==> config.mk <==
export PLATFORM = sky130hd
export DESIGN_NAME = ocs_top
export DESIGN_NICKNAME = d
export VERILOG_FILES = /design/src/ocs_pkg.sv /design/src/ocs_top.sv /design/src/ocs_wdog.sv
export VERILOG_INCLUDE_DIRS = /design/src /design/src/src
export SDC_FILE = /design/constraint.sdc
export NUM_CORES = 1
export LEC_CHECK = 0
export BUFFER_PORTS_ARGS = -buffer_cell sky130_fd_sc_hd__clkbuf_2
export CAP_MARGIN = 40
export CORE_UTILIZATION = 30
export DETAILED_ROUTE_END_ITERATION = 8
export SETUP_SLACK_MARGIN = 0.05
export SYNTH_ARGS = -nofsm -noshare
export SYNTH_HDL_FRONTEND = slang
export SYNTH_SLANG_ARGS = --single-unit
==> constraint.sdc <==
create_clock -name clk_sys -period 3.72 [get_ports clk_sys]
set_clock_uncertainty 0.15 [all_clocks]
set_input_delay 0.372 -clock clk_sys [delete_from_list [all_inputs] [get_ports clk_sys]]
set_output_delay 0.372 -clock clk_sys [all_outputs]
set_load 0.01 [all_outputs]
==> src/ocs_cfg.svh <==
// ocs_cfg.svh: offsets, limits, reset values and timing counts
// assumes inclusion by the ocs design files and the bench
`ifndef OCS_CFG_SVH
`define OCS_CFG_SVH

// register byte offsets
`define OCS_A_REACT 8'h00
`define OCS_A_PERIOD 8'h04
`define OCS_A_ACTION 8'h08
`define OCS_A_STATION 8'h0c
`define OCS_A_CLRMODE 8'h10
`define OCS_A_MAPSEL 8'h14
`define OCS_A_STATUS 8'h18
`define OCS_A_CTRL 8'h1c
`define OCS_A_ELAPSED 8'h20
`define OCS_A_FAULTS 8'h24
`define OCS_A_WSLOT 8'h40
`define OCS_A_RSLOT 8'h80
`define OCS_NSLOT 10

// reset values
`define OCS_R_REACT 8'h00
`define OCS_R_PERIOD 16'h0000
`define OCS_R_ACTION 8'h00
`define OCS_R_STATION 8'h00
`define OCS_R_MODE 8'h00
`define OCS_R_SLOT 16'h0000

// accepted maxima
`define OCS_MAX_REACT 8'h01
`define OCS_MAX_PERIOD 16'h270f
`define OCS_MAX_ACTION 8'h04
`define OCS_MAX_STATION 8'h7d
`define OCS_MAX_CLRMODE 8'h01
`define OCS_MAX_MAPSEL 8'h02

// reaction and timeout action codes
`define OCS_REACT_TRIP 8'h00
`define OCS_ACT_TRIP 8'h00
`define OCS_ACT_DECTRIP 8'h01
`define OCS_ACT_IGNORE 8'h02
`define OCS_ACT_COAST 8'h03
`define OCS_ACT_DECEL 8'h04

// status and control bit positions
`define OCS_ST_TRIP 0
`define OCS_ST_DECEL 1
`define OCS_ST_COAST 2
`define OCS_ST_LINK 3
`define OCS_ST_TMO 4
`define OCS_CT_CLRTRIP 0
`define OCS_CT_CLRFLAG 1

// watchdog unit 0.01 s, clock 8 ns
`define OCS_TICK_NS 10000000
`define OCS_CLK_NS 8
`define OCS_TICK_CYCLES ((`OCS_TICK_NS + `OCS_CLK_NS - 1) / `OCS_CLK_NS)

`endif

==> src/ocs_pkg.sv <==
// ocs_pkg.sv: types of the option communication supervisor
// assumes nothing beyond a SystemVerilog compiler
package ocs_pkg;

  // reaction state of the supervisor
  typedef enum logic [2:0] {
    st_normal,
    st_decel_trip,
    st_decel,
    st_coast,
    st_tripped
  } ocs_state_t;

  typedef logic [15:0] ocs_slot_t;

endpackage

==> src/ocs_top.sv <==
// ocs_top.sv: option board communication supervisor, APB slave
// assumes zero-wait APB master and inputs synchronous to clk_sys
`include "ocs_cfg.svh"

module ocs_top
  import ocs_pkg::*;
#(
  parameter int TICK_CYCLES = `OCS_TICK_CYCLES
) (
  // clock and reset
  input wire logic clk_sys,
  input wire logic rst,
  // apb slave
  input wire logic psel,
  input wire logic penable,
  input wire logic pwrite,
  input wire logic [7:0] paddr,
  input wire logic [31:0] pwdata,
  output logic pready,
  output logic [31:0] prdata,
  output logic pslverr,
  // drive state
  input wire logic drive_running,
  input wire logic option_fitted,
  // option board link events
  input wire logic host_msg_valid,
  input wire logic link_fault,
  // reaction requests to the drive
  output logic trip_req,
  output logic decel_stop_req,
  output logic coast_stop_req,
  // fieldbus configuration to the option board
  output logic [7:0] station_address,
  output logic [16*`OCS_NSLOT-1:0] flex_write_map,
  output logic [16*`OCS_NSLOT-1:0] flex_read_map
);

  generate
    if (TICK_CYCLES < 1) begin : g_bad
      $error("ocs_top: TICK_CYCLES must be positive");
    end
  endgenerate

  // ==========================================================
  // slot decode: {hit, index} for a bank of word slots
  function automatic logic [4:0] slot_dec(
    input logic [7:0] a,
    input logic [7:0] base
  );
    logic [7:0] off;
    off = a - base;
    slot_dec = {(a >= base) && (off < 8'(4 * `OCS_NSLOT)) &&
                (off[1:0] == 2'b00), off[5:2]};
  endfunction

  // ==========================================================
  // registers
  logic [7:0] fault_reaction;
  logic [15:0] watchdog_period;
  logic [7:0] timeout_action;
  logic [7:0] clear_mode;
  logic [7:0] map_select;
  ocs_slot_t flex_wr [`OCS_NSLOT];
  ocs_slot_t flex_rd [`OCS_NSLOT];
  logic link_seen;
  logic tmo_seen;
  logic [7:0] fault_count;
  ocs_state_t state;
  ocs_state_t next_state;
  logic tmo;
  logic [15:0] elapsed;

  // ==========================================================
  // apb decode
  wire setup = psel && !penable;
  wire access = psel && penable;
  wire [4:0] wsd = slot_dec(paddr, `OCS_A_WSLOT);
  wire [4:0] rsd = slot_dec(paddr, `OCS_A_RSLOT);
  wire w_hit = wsd[4];
  wire r_hit = rsd[4];
  wire [3:0] w_idx = wsd[3:0];
  wire [3:0] r_idx = rsd[3:0];
  wire is_react = (paddr == `OCS_A_REACT);
  wire is_period = (paddr == `OCS_A_PERIOD);
  wire is_action = (paddr == `OCS_A_ACTION);
  wire is_station = (paddr == `OCS_A_STATION);
  wire is_clrmode = (paddr == `OCS_A_CLRMODE);
  wire is_mapsel = (paddr == `OCS_A_MAPSEL);
  wire is_status = (paddr == `OCS_A_STATUS);
  wire is_ctrl = (paddr == `OCS_A_CTRL);
  wire is_elapsed = (paddr == `OCS_A_ELAPSED);
  wire is_faults = (paddr == `OCS_A_FAULTS);

  wire addr_ok = is_react || is_period || is_action || is_station ||
                 is_clrmode || is_mapsel || is_status || is_ctrl ||
                 is_elapsed || is_faults || w_hit || r_hit;

  // out-of-range values are refused so settings stay legal
  wire val_ok =
    is_react ? (pwdata <= 32'(`OCS_MAX_REACT)) :
    is_period ? (pwdata <= 32'(`OCS_MAX_PERIOD)) :
    is_action ? (pwdata <= 32'(`OCS_MAX_ACTION)) :
    is_station ? (pwdata <= 32'(`OCS_MAX_STATION)) :
    is_clrmode ? (pwdata <= 32'(`OCS_MAX_CLRMODE)) :
    is_mapsel ? (pwdata <= 32'(`OCS_MAX_MAPSEL)) :
    1'b1;

  wire bus_err = !addr_ok || (pwrite && !val_ok);
  wire wr_ok = access && pwrite && !bus_err;

  // zero-wait slave: every access completes in one access cycle
  assign pready = access;
  assign pslverr = access && bus_err;

  // ==========================================================
  // read selection
  wire [31:0] status_word = 32'({tmo_seen, link_seen, coast_stop_req,
                                 decel_stop_req, trip_req});

  wire [31:0] rd_word =
    is_react ? 32'(fault_reaction) :
    is_period ? 32'(watchdog_period) :
    is_action ? 32'(timeout_action) :
    is_station ? 32'(station_address) :
    is_clrmode ? 32'(clear_mode) :
    is_mapsel ? 32'(map_select) :
    is_status ? status_word :
    is_elapsed ? 32'(elapsed) :
    is_faults ? 32'(fault_count) :
    w_hit ? 32'(flex_wr[w_idx]) :
    r_hit ? 32'(flex_rd[r_idx]) :
    32'h0;

  // read data captured in setup, stable through the access cycle
  always_ff @(posedge clk_sys) begin
    if (rst) prdata <= 32'h0;
    else if (setup && !pwrite) prdata <= rd_word;
  end

  // ==========================================================
  // settings registers
  always_ff @(posedge clk_sys) begin
    if (rst) begin
      fault_reaction <= `OCS_R_REACT;
      watchdog_period <= `OCS_R_PERIOD;
      timeout_action <= `OCS_R_ACTION;
      station_address <= `OCS_R_STATION;
      clear_mode <= `OCS_R_MODE;
      map_select <= `OCS_R_MODE;
    end else if (wr_ok) begin
      if (is_react) fault_reaction <= pwdata[7:0];
      if (is_period) watchdog_period <= pwdata[15:0];
      if (is_action) timeout_action <= pwdata[7:0];
      if (is_station) station_address <= pwdata[7:0];
      if (is_clrmode) clear_mode <= pwdata[7:0];
      if (is_mapsel) map_select <= pwdata[7:0];
    end
  end

  // command slot banks; upper data bits are dropped
  always_ff @(posedge clk_sys) begin
    if (rst) begin
      for (int i = 0; i < `OCS_NSLOT; i++) begin
        flex_wr[i] <= `OCS_R_SLOT;
        flex_rd[i] <= `OCS_R_SLOT;
      end
    end else if (wr_ok) begin
      if (w_hit) flex_wr[w_idx] <= pwdata[15:0];
      if (r_hit) flex_rd[r_idx] <= pwdata[15:0];
    end
  end

  // slot banks face the option board as flat words
  genvar g;
  generate
    for (g = 0; g < `OCS_NSLOT; g++) begin : g_map
      assign flex_write_map[16*g +: 16] = flex_wr[g];
      assign flex_read_map[16*g +: 16] = flex_rd[g];
    end
  endgenerate

  // ==========================================================
  // watchdog: runs only while driving with an option fitted
  wire wd_enable = drive_running && option_fitted;

  ocs_wdog #(
    .TICK_CYCLES(TICK_CYCLES),
    .PERIOD_W(16)
  ) u_wdog (
    .clk_sys(clk_sys),
    .rst(rst),
    .enable(wd_enable),
    .restart(host_msg_valid),
    .period(watchdog_period),
    .timeout(tmo),
    .elapsed(elapsed)
  );

  // ==========================================================
  // event decode
  wire ctrl_wr = wr_ok && is_ctrl;
  wire clr_trip = ctrl_wr && pwdata[`OCS_CT_CLRTRIP];
  wire clr_flag = ctrl_wr && pwdata[`OCS_CT_CLRFLAG];
  wire fault_trip = link_fault && (fault_reaction == `OCS_REACT_TRIP);
  wire tmo_trip = tmo && (timeout_action == `OCS_ACT_TRIP);
  wire tmo_dectrip = tmo && (timeout_action == `OCS_ACT_DECTRIP);
  wire tmo_coast = tmo && (timeout_action == `OCS_ACT_COAST);
  wire tmo_decel = tmo && (timeout_action == `OCS_ACT_DECEL);
  wire trip_evt = fault_trip || tmo_trip;

  // ==========================================================
  // reaction state machine
  // a fault under continued operation leaves the state alone
  always_comb begin
    next_state = state;
    case (state)
      st_tripped: begin
        // a new trip event in the clearing cycle wins
        if (clr_trip && !trip_evt) next_state = st_normal;
      end
      st_normal, st_decel, st_coast, st_decel_trip: begin
        if (trip_evt) begin
          next_state = st_tripped;
        end else if (state == st_decel_trip) begin
          if (!drive_running) next_state = st_tripped;
        end else if (tmo_dectrip) begin
          next_state = st_decel_trip;
        end else if (tmo_coast) begin
          next_state = st_coast;
        end else if (tmo_decel && state != st_coast) begin
          next_state = st_decel;
        end else if (state != st_normal && !drive_running) begin
          next_state = st_normal;
        end
      end
      default: next_state = st_normal;
    endcase
  end

  always_ff @(posedge clk_sys) begin
    if (rst) state <= st_normal;
    else state <= next_state;
  end

  // requests decoded from the state flop
  assign trip_req = (state == st_tripped);
  assign decel_stop_req = (state == st_decel) || (state == st_decel_trip);
  assign coast_stop_req = (state == st_coast);

  // ==========================================================
  // sticky flags and fault count; the set wins over the clear
  wire [7:0] next_fault_count =
    (fault_count == 8'hff) ? fault_count : fault_count + 8'h01;

  always_ff @(posedge clk_sys) begin
    if (rst) begin
      link_seen <= 1'b0;
      tmo_seen <= 1'b0;
      fault_count <= 8'h00;
    end else begin
      link_seen <= link_fault || (link_seen && !clr_flag);
      tmo_seen <= tmo || (tmo_seen && !clr_flag);
      if (link_fault) fault_count <= next_fault_count;
      else if (clr_flag) fault_count <= 8'h00;
    end
  end
endmodule

==> src/ocs_wdog.sv <==
// ocs_wdog.sv: host traffic watchdog on a 0.01 s time base
// assumes restart and enable synchronous to clk_sys
`include "ocs_cfg.svh"

module ocs_wdog
  import ocs_pkg::*;
#(
  parameter int TICK_CYCLES = `OCS_TICK_CYCLES,
  parameter int PERIOD_W = 16
) (
  // clock and reset
  input wire logic clk_sys,
  input wire logic rst,
  // control
  input wire logic enable,
  input wire logic restart,
  input wire logic [PERIOD_W-1:0] period,
  // result
  output logic timeout,
  output logic [PERIOD_W-1:0] elapsed
);

  localparam int PW = $clog2(TICK_CYCLES + 1);

  generate
    if (TICK_CYCLES < 1 || PERIOD_W < 2) begin : g_bad
      $error("ocs_wdog: parameters out of range");
    end
  endgenerate

  logic [PW-1:0] pre;
  logic fired;

  // tick every 0.01 s; zero period means watchdog off
  wire tick = (pre == PW'(TICK_CYCLES - 1));
  wire hold = rst || restart || !enable || (period == '0);
  wire hit = tick && !fired && (elapsed == period - 1'b1);

  // fire once, then wait for fresh traffic or a stop
  always_ff @(posedge clk_sys) begin
    if (hold) begin
      pre <= '0;
      elapsed <= '0;
      fired <= 1'b0;
      timeout <= 1'b0;
    end else begin
      pre <= tick ? '0 : pre + 1'b1;
      if (tick && !fired) elapsed <= elapsed + 1'b1;
      fired <= fired || hit;
      timeout <= hit;
    end
  end
endmodule
After elaboration in Yosys (flattened, before gate mapping)
Memory sizes are Yosys's and may differ from the RTL's.
Index checks and enable logic that the tools add are counted.
{"block": "totals", "elab_cells": 179, "output_inout_bits": 365, "ramBits": 320, "mem_count": 2, "ff_bits": 140, "in_bits": 49}
{"block": "op_classes", "addsub": 6, "n_reduce_logical": 78, "n_lt_le_gt_ge": 9, "n_mux": 45, "n_eq_ne": 24}
{"name": "flex_rd", "depth": 10, "word_bits": 16, "read_ports": 11, "rd_ports_with_merged_regs": 0, "wr": 10, "line": "ocs_top.sv:64", "text": "ocs_slot_t flex_rd [`OCS_NSLOT];"}
{"name": "flex_wr", "depth": 10, "word_bits": 16, "read_ports": 11, "rd_ports_with_merged_regs": 0, "wr": 10, "line": "ocs_top.sv:63", "text": "ocs_slot_t flex_wr [`OCS_NSLOT];"}
{"op": "$mux W16", "count": 13}
{"op": "$eq A8 B5 Y1 const B", "count": 4}
{"op": "$le A32 B1 Y1 const B", "count": 1}
{"op": "$le A32 B14 Y1 const B", "count": 1}
{"op": "$le A32 B2 Y1 const B", "count": 1}
{"op": "$le A32 B3 Y1 const B", "count": 1}
{"op": "$le A32 B7 Y1 const B", "count": 1}
{"op": "$reduce_or A16 Y1", "count": 2}
{"op": "$logic_and A1 B1 Y1", "count": 27}
{"op": "$logic_not A8 Y1", "count": 3}
{"op": "$mux W3", "count": 8}
{"op": "$mux W8", "count": 3}
{"op": "$add A21 B1 Y21 const B", "count": 1}
{"op": "$eq A21 B21 Y1 const B", "count": 1}
{"op": "$logic_or A1 B1 Y1", "count": 20}
{"op": "$mux W1", "count": 18}
{"op": "$add A16 B1 Y16 const B", "count": 1}
{"op": "$eq A16 B16 Y1", "count": 1}
{"op": "$eq A8 B3 Y1 const B", "count": 2}
{"op": "$eq A8 B4 Y1 const B", "count": 2}
{"op": "$eq A8 B6 Y1 const B", "count": 2}
{"op": "$logic_not A16 Y1", "count": 1}
{"op": "$lt A8 B6 Y1 const B", "count": 2}
{"op": "$sub A16 B1 Y16 const B", "count": 1}
{"op": "other kinds (27)", "count": 45}

Depth between registers and ports, before layout
{"block": "logic_depth", "depth_word": 21, "mapped_depth": 11, "ltp_nobuf": 9}

Cells and area by module
Synthesis repeated with hierarchy kept, for this count alone.
{"block": "unflattened", "cells_unflattened": 1984, "area_unflattened_um2": 24034.3}
{"module": "ocs_top", "n_inst": 1, "seq_area_each_um2": 13593.0, "cells_per_inst": 1717, "area_each_um2": 21802.2}
{"module": "ocs_wdog", "n_inst": 1, "seq_area_each_um2": 780.7, "cells_per_inst": 267, "area_each_um2": 2232.1}

Worst setup path before layout
No wires, ideal clock.
{"block": "synth_timing", "path_kind": "input to register", "from": "input port paddr[1]", "to": "memory flex_rd[0][0] (netlist name), enable pin", "stages": 5, "required_time_ps": 3159, "t_arrival_ps": 3020, "path_buffers": 0, "path_slack_ps": 139, "setup_time_ps": 411, "cell_sequence": "nor4b_2 nand2_1 nor3_1 nand2_1 o21ai_0"}
{"item": "start, declared", "line": "ocs_top.sv:17", "text": "input wire logic [7:0] paddr,"}
{"item": "end, declared", "line": "ocs_top.sv:64"}

Worst setup path in the final report
{"block": "layout_timing", "from": "input port pwdata[6]", "to": "output port pslverr"}
{"block": "layout_via", "elab_chain_len": 11, "word_cells_on_any_way": 15, "cone_classes": "order compare (5); mux (6); reduce/logical (4)"}
{"item": "start, declared", "line": "ocs_top.sv:18", "text": "input wire logic [31:0] pwdata,"}
{"item": "$le A32 B2 Y1", "line": "ocs_top.sv:105", "text": "is_mapsel ? (pwdata <= 32'(`OCS_MAX_MAPSEL)) :"}
{"item": "$mux W1", "line": "ocs_top.sv:105"}
{"item": "$mux W1", "line": "ocs_top.sv:104", "text": "is_clrmode ? (pwdata <= 32'(`OCS_MAX_CLRMODE)) :"}
{"item": "$mux W1", "line": "ocs_top.sv:103", "text": "is_station ? (pwdata <= 32'(`OCS_MAX_STATION)) :"}
{"item": "$mux W1", "line": "ocs_top.sv:102", "text": "is_action ? (pwdata <= 32'(`OCS_MAX_ACTION)) :"}
{"item": "$mux W1", "line": "ocs_top.sv:101", "text": "is_period ? (pwdata <= 32'(`OCS_MAX_PERIOD)) :"}
{"item": "$mux W1 *", "line": "ocs_top.sv:100", "text": "is_react ? (pwdata <= 32'(`OCS_MAX_REACT)) :"}
{"item": "$logic_not A1 Y1 *", "line": "ocs_top.sv:108", "text": "wire bus_err = !addr_ok || (pwrite && !val_ok);"}
{"item": "$logic_and A1 B1 Y1 *", "line": "ocs_top.sv:108"}
{"item": "$logic_or A1 B1 Y1 *", "line": "ocs_top.sv:108"}
{"item": "$logic_and A1 B1 Y1 *", "line": "ocs_top.sv:113", "text": "assign pslverr = access && bus_err;"}
{"item": "end, declared", "line": "ocs_top.sv:21", "text": "output logic pslverr,"}
Mark *: on every way between the ends. The rest lies on a longest branch, timed or not.

==> impl_metrics.yaml <==
routing:
  wl_met1_mm: 37.7
  dr_total_vias: 18200
  drt-vias-per-instance: 5.21
  route.met2.wl_mm: 43.4
  drt_iter0_drc: 1676
  wl_mm: 93.7
  dr.pass1.iters: 5
  drc: 0
  antenna_left: 0
  routed.top_layer: "met4"
  wire_per_inst_um: 26.9
  wl_met3_mm: 9.53
critical_path:
  critical-path-top-delay-family: "simple AND/OR/NAND/NOR gates"
  cp-startpoint: "pwdata[6]"
  end_kind: "primary output"
  cpMostUsedCell: "clkbuf_2"
  cpPeakStageDelay_ns: 0.59
  worst_r2r_path_depth: 9
  crit_fanout: 5
  cp.depth: 9
  critPathSlowestCell: "or4_4"
  timing.rr.end: "u_wdog.fired$_SDFF_PP0_"
  crit_end: "pslverr"
  critical_path_buf_inv_count: 2
  required_ns: 3.20
  start_kind: "input port"
  r2r_start: "watchdog_period[0]$_SDFFE_PP0P_"
  reg2reg_slack_ns: 1.09
  cp.arrival_ns: 2.76
  crit_chain: "clkbuf_2 -> or4_4 -> and4_2 -> o311ai_0 -> o211ai_1 -> a21oi_1 -> o21ai_0 -> and2_1 -> clkbuf_2"
  crit_type: "in2out"
die:
  pin_count: 414
  die-area_mm2: 0.0816
  rows: 103
  core_mm2: 0.0793
  initial_utilization: 0.305
  die_h_um: 286
  dieWidth_um: 286
pwr:
  power_w: 0.0133
  p_leak_nw: 11.4
  p_sw_frac: 0.256
  internal_power_w: 0.00986
  power_frac_clock: 0.405
  p_comb_frac: 0.097
  power.density_mw_per_mm2: 444
  p_seq_frac: 0.499
  p_switching_w: 0.00339
  peakVddDrop_uv: 383
timing:
  tightest_slew_ns: 0.756
  fmax_mhz: 305
  whs_ns: 0.0862
  report.final.setup_viol: 0
  rsz0062_at_grt: "no"
  fin_crit_sh: 0.883
  timing.slew.headroom: 0.489
  report.final.hold_viol_count: 0
  slew_violations: 0
  setup_tns_ns: 0
  period_minus_slack_ns: 3.28
synthesis:
  yosysTopAreaCellShare: 0.490
  syn-cell-area_mm2: 0.0241
  synth-seq-area-share: 0.593
  synth_cell_types: 87
  yosys-top-cells-area: "edfxtp_1 (49%), dfxtp_1 (10%), mux4_2 (9.0%)"
  async_flop_share: 0
  yosys_most_used_dff: "edfxtp_1"
  synth_edf_count: 394
  yosysWarnings: 0
  synthMostInstantiatedCell: "edfxtp_1"
  ys_ff_latch: 518
  netlist_top_cells_count: "edfxtp_1 (394), and2_1 (328), nand2_1 (134)"
  avgSynthCellArea_um2: 12.8
  yosysTopAreaCell: "edfxtp_1"
  synthCells: 1887
clocking:
  clockBufferDepth: 3
  clock_latency_ns: 0.65
  cts-root-buf: "clkbuf_16"
  ctsResizeCount: 0
  cts_htree_levels: 2
  clk_pin_slew_worst_paths_ns: 0.06
  cts_buffers: 56
  clock_sinks: 518
  tritoncts: "built"
finish:
  layout-drive-gt1-share: 0.306
  design_area_mm2: 0.0299
  syn_to_final_growth_pct: 23.7
  final_nets: 2448
  nFillCells: 7731
global_routing:
  antenna_found_initial: 13
  grt-ovfl-total: 0
  first_global_vias: 18200
  grt_pass1_wl_mm: 132
  grt_max_degree: 41
  grt_use_total: 0.225
placed_design:
  portBuffers: 397
  dpl.hpwl_mm: 70.7
  place_congestion: 0.971
  placed_cell_area_mm2: 0.0281
run_status:
  status: "finished clean"
run:
  cap_violations: 0
worst_hold_path:
  hold_path_class: "in2reg"
worst min-delay path, cell delays in order:
cell and delay (ns):
clkbuf_2 0.12, nand2_1 0.08, a211oi_1 0.11, nand2_1 0.08, a21oi_1 0.06
through the flow:
stage | util | cells | setup WS, ns
2_1_floorplan | - | 1976 | 0.139
3_3_place_gp | 0.354 | 3380 | 0.233
3_5_place_dp | 0.355 | 3386 | 0.206
4_1_cts | 0.377 | 3489 | 0.524
5_1_grt | 0.377 | 3489 | 0.341
6_report | 0.377 | 3491 | 0.436
power groups by stage:
stage,clock (W),combinational [W],sequential (W)
finish,0.00536,0.00128,0.00661
global route,0.00567,0.00134,0.00663
CTS,0.00546,0.00128,0.00661
global placement,0,0.00128,0.00672
floorplan,0,0.000531,0.00675
detailed placement,0,0.00128,0.00673
metal layers:
metal | vias up | global-route usage
li1 | 7900 | -
met1 | 9202 | 0.294
met2 | 927 | 0.359
met3 | 163 | 0.0624
met4 | 0 | 0.0731
met5 | - | 0
cell usage in the layout, fill, tap and decap left out, types with 20 or more instances in the layout:
master,count
a21oi_1,44
and2_1,328
and3_1,30
buf_4,106
clkbuf_16,56
clkbuf_2,396
conb_1,90
dfxtp_1,124
edfxtp_1,394
mux2i_1,38
mux4_2,96
nand2_1,134
nand3_1,28
nor2_1,106
nor3_1,20
o21ai_0,49
xnor2_1,22
xor2_1,33
registers in the layout, indices dropped and copies added (netlist names), 16 cells and up:
register	cells
flex_rd	194
flex_wr	200
prdata	16
u_wdog.elapsed	16
u_wdog.pre	21
watchdog_period	16
timing repair:
item                       4_1_cts  5_1_grt
hold endpoints to repair         2        0
setup buffers                    0        0
setup endpoints to repair        0        0
hold buffers                     1        0
worst min path at each step:
stage / start / end / cells after the start
after floorplan: u_wdog.pre[0]$_SDFF_PP0_ / u_wdog.pre[0]$_SDFF_PP0_ / 1
after global placement: u_wdog.pre[0]$_SDFF_PP0_ / u_wdog.pre[0]$_SDFF_PP0_ / 1
after detailed placement: u_wdog.pre[0]$_SDFF_PP0_ / u_wdog.pre[0]$_SDFF_PP0_ / 1
after CTS: link_fault / fault_count[2]$_SDFFE_PP0P_ / 3
after global routing: link_fault / fault_count[2]$_SDFFE_PP0P_ / 3
final: drive_running / state[1]$_SDFFE_PP0P_ / 5
final cells by class:
class	count	area, um^2	share of cell area
clock buffers	75	1520	0.0510
diodes	2	5.00	0.000168
repair buffers	514	3000	0.100
clock inverters	27	228	0.00762
inverters	14	52.6	0.00176
well taps	1050	1310	0.0440
multi-input cells	1291	9440	0.316
flip-flops and latches	518	14300	0.479
kinds of logic after synthesis:
family	count (synthesis)	synth area share
compound gates	241	0.0670
xor+xnor	55	0.0200
other cells	1	0.000155
buf+inv	167	0.0325
simple gates	752	0.173
flops	518	0.593
fa+ha+maj	4	0.00207
mux	149	0.112
No activity file was read; power rests on OpenSTA's default activity.
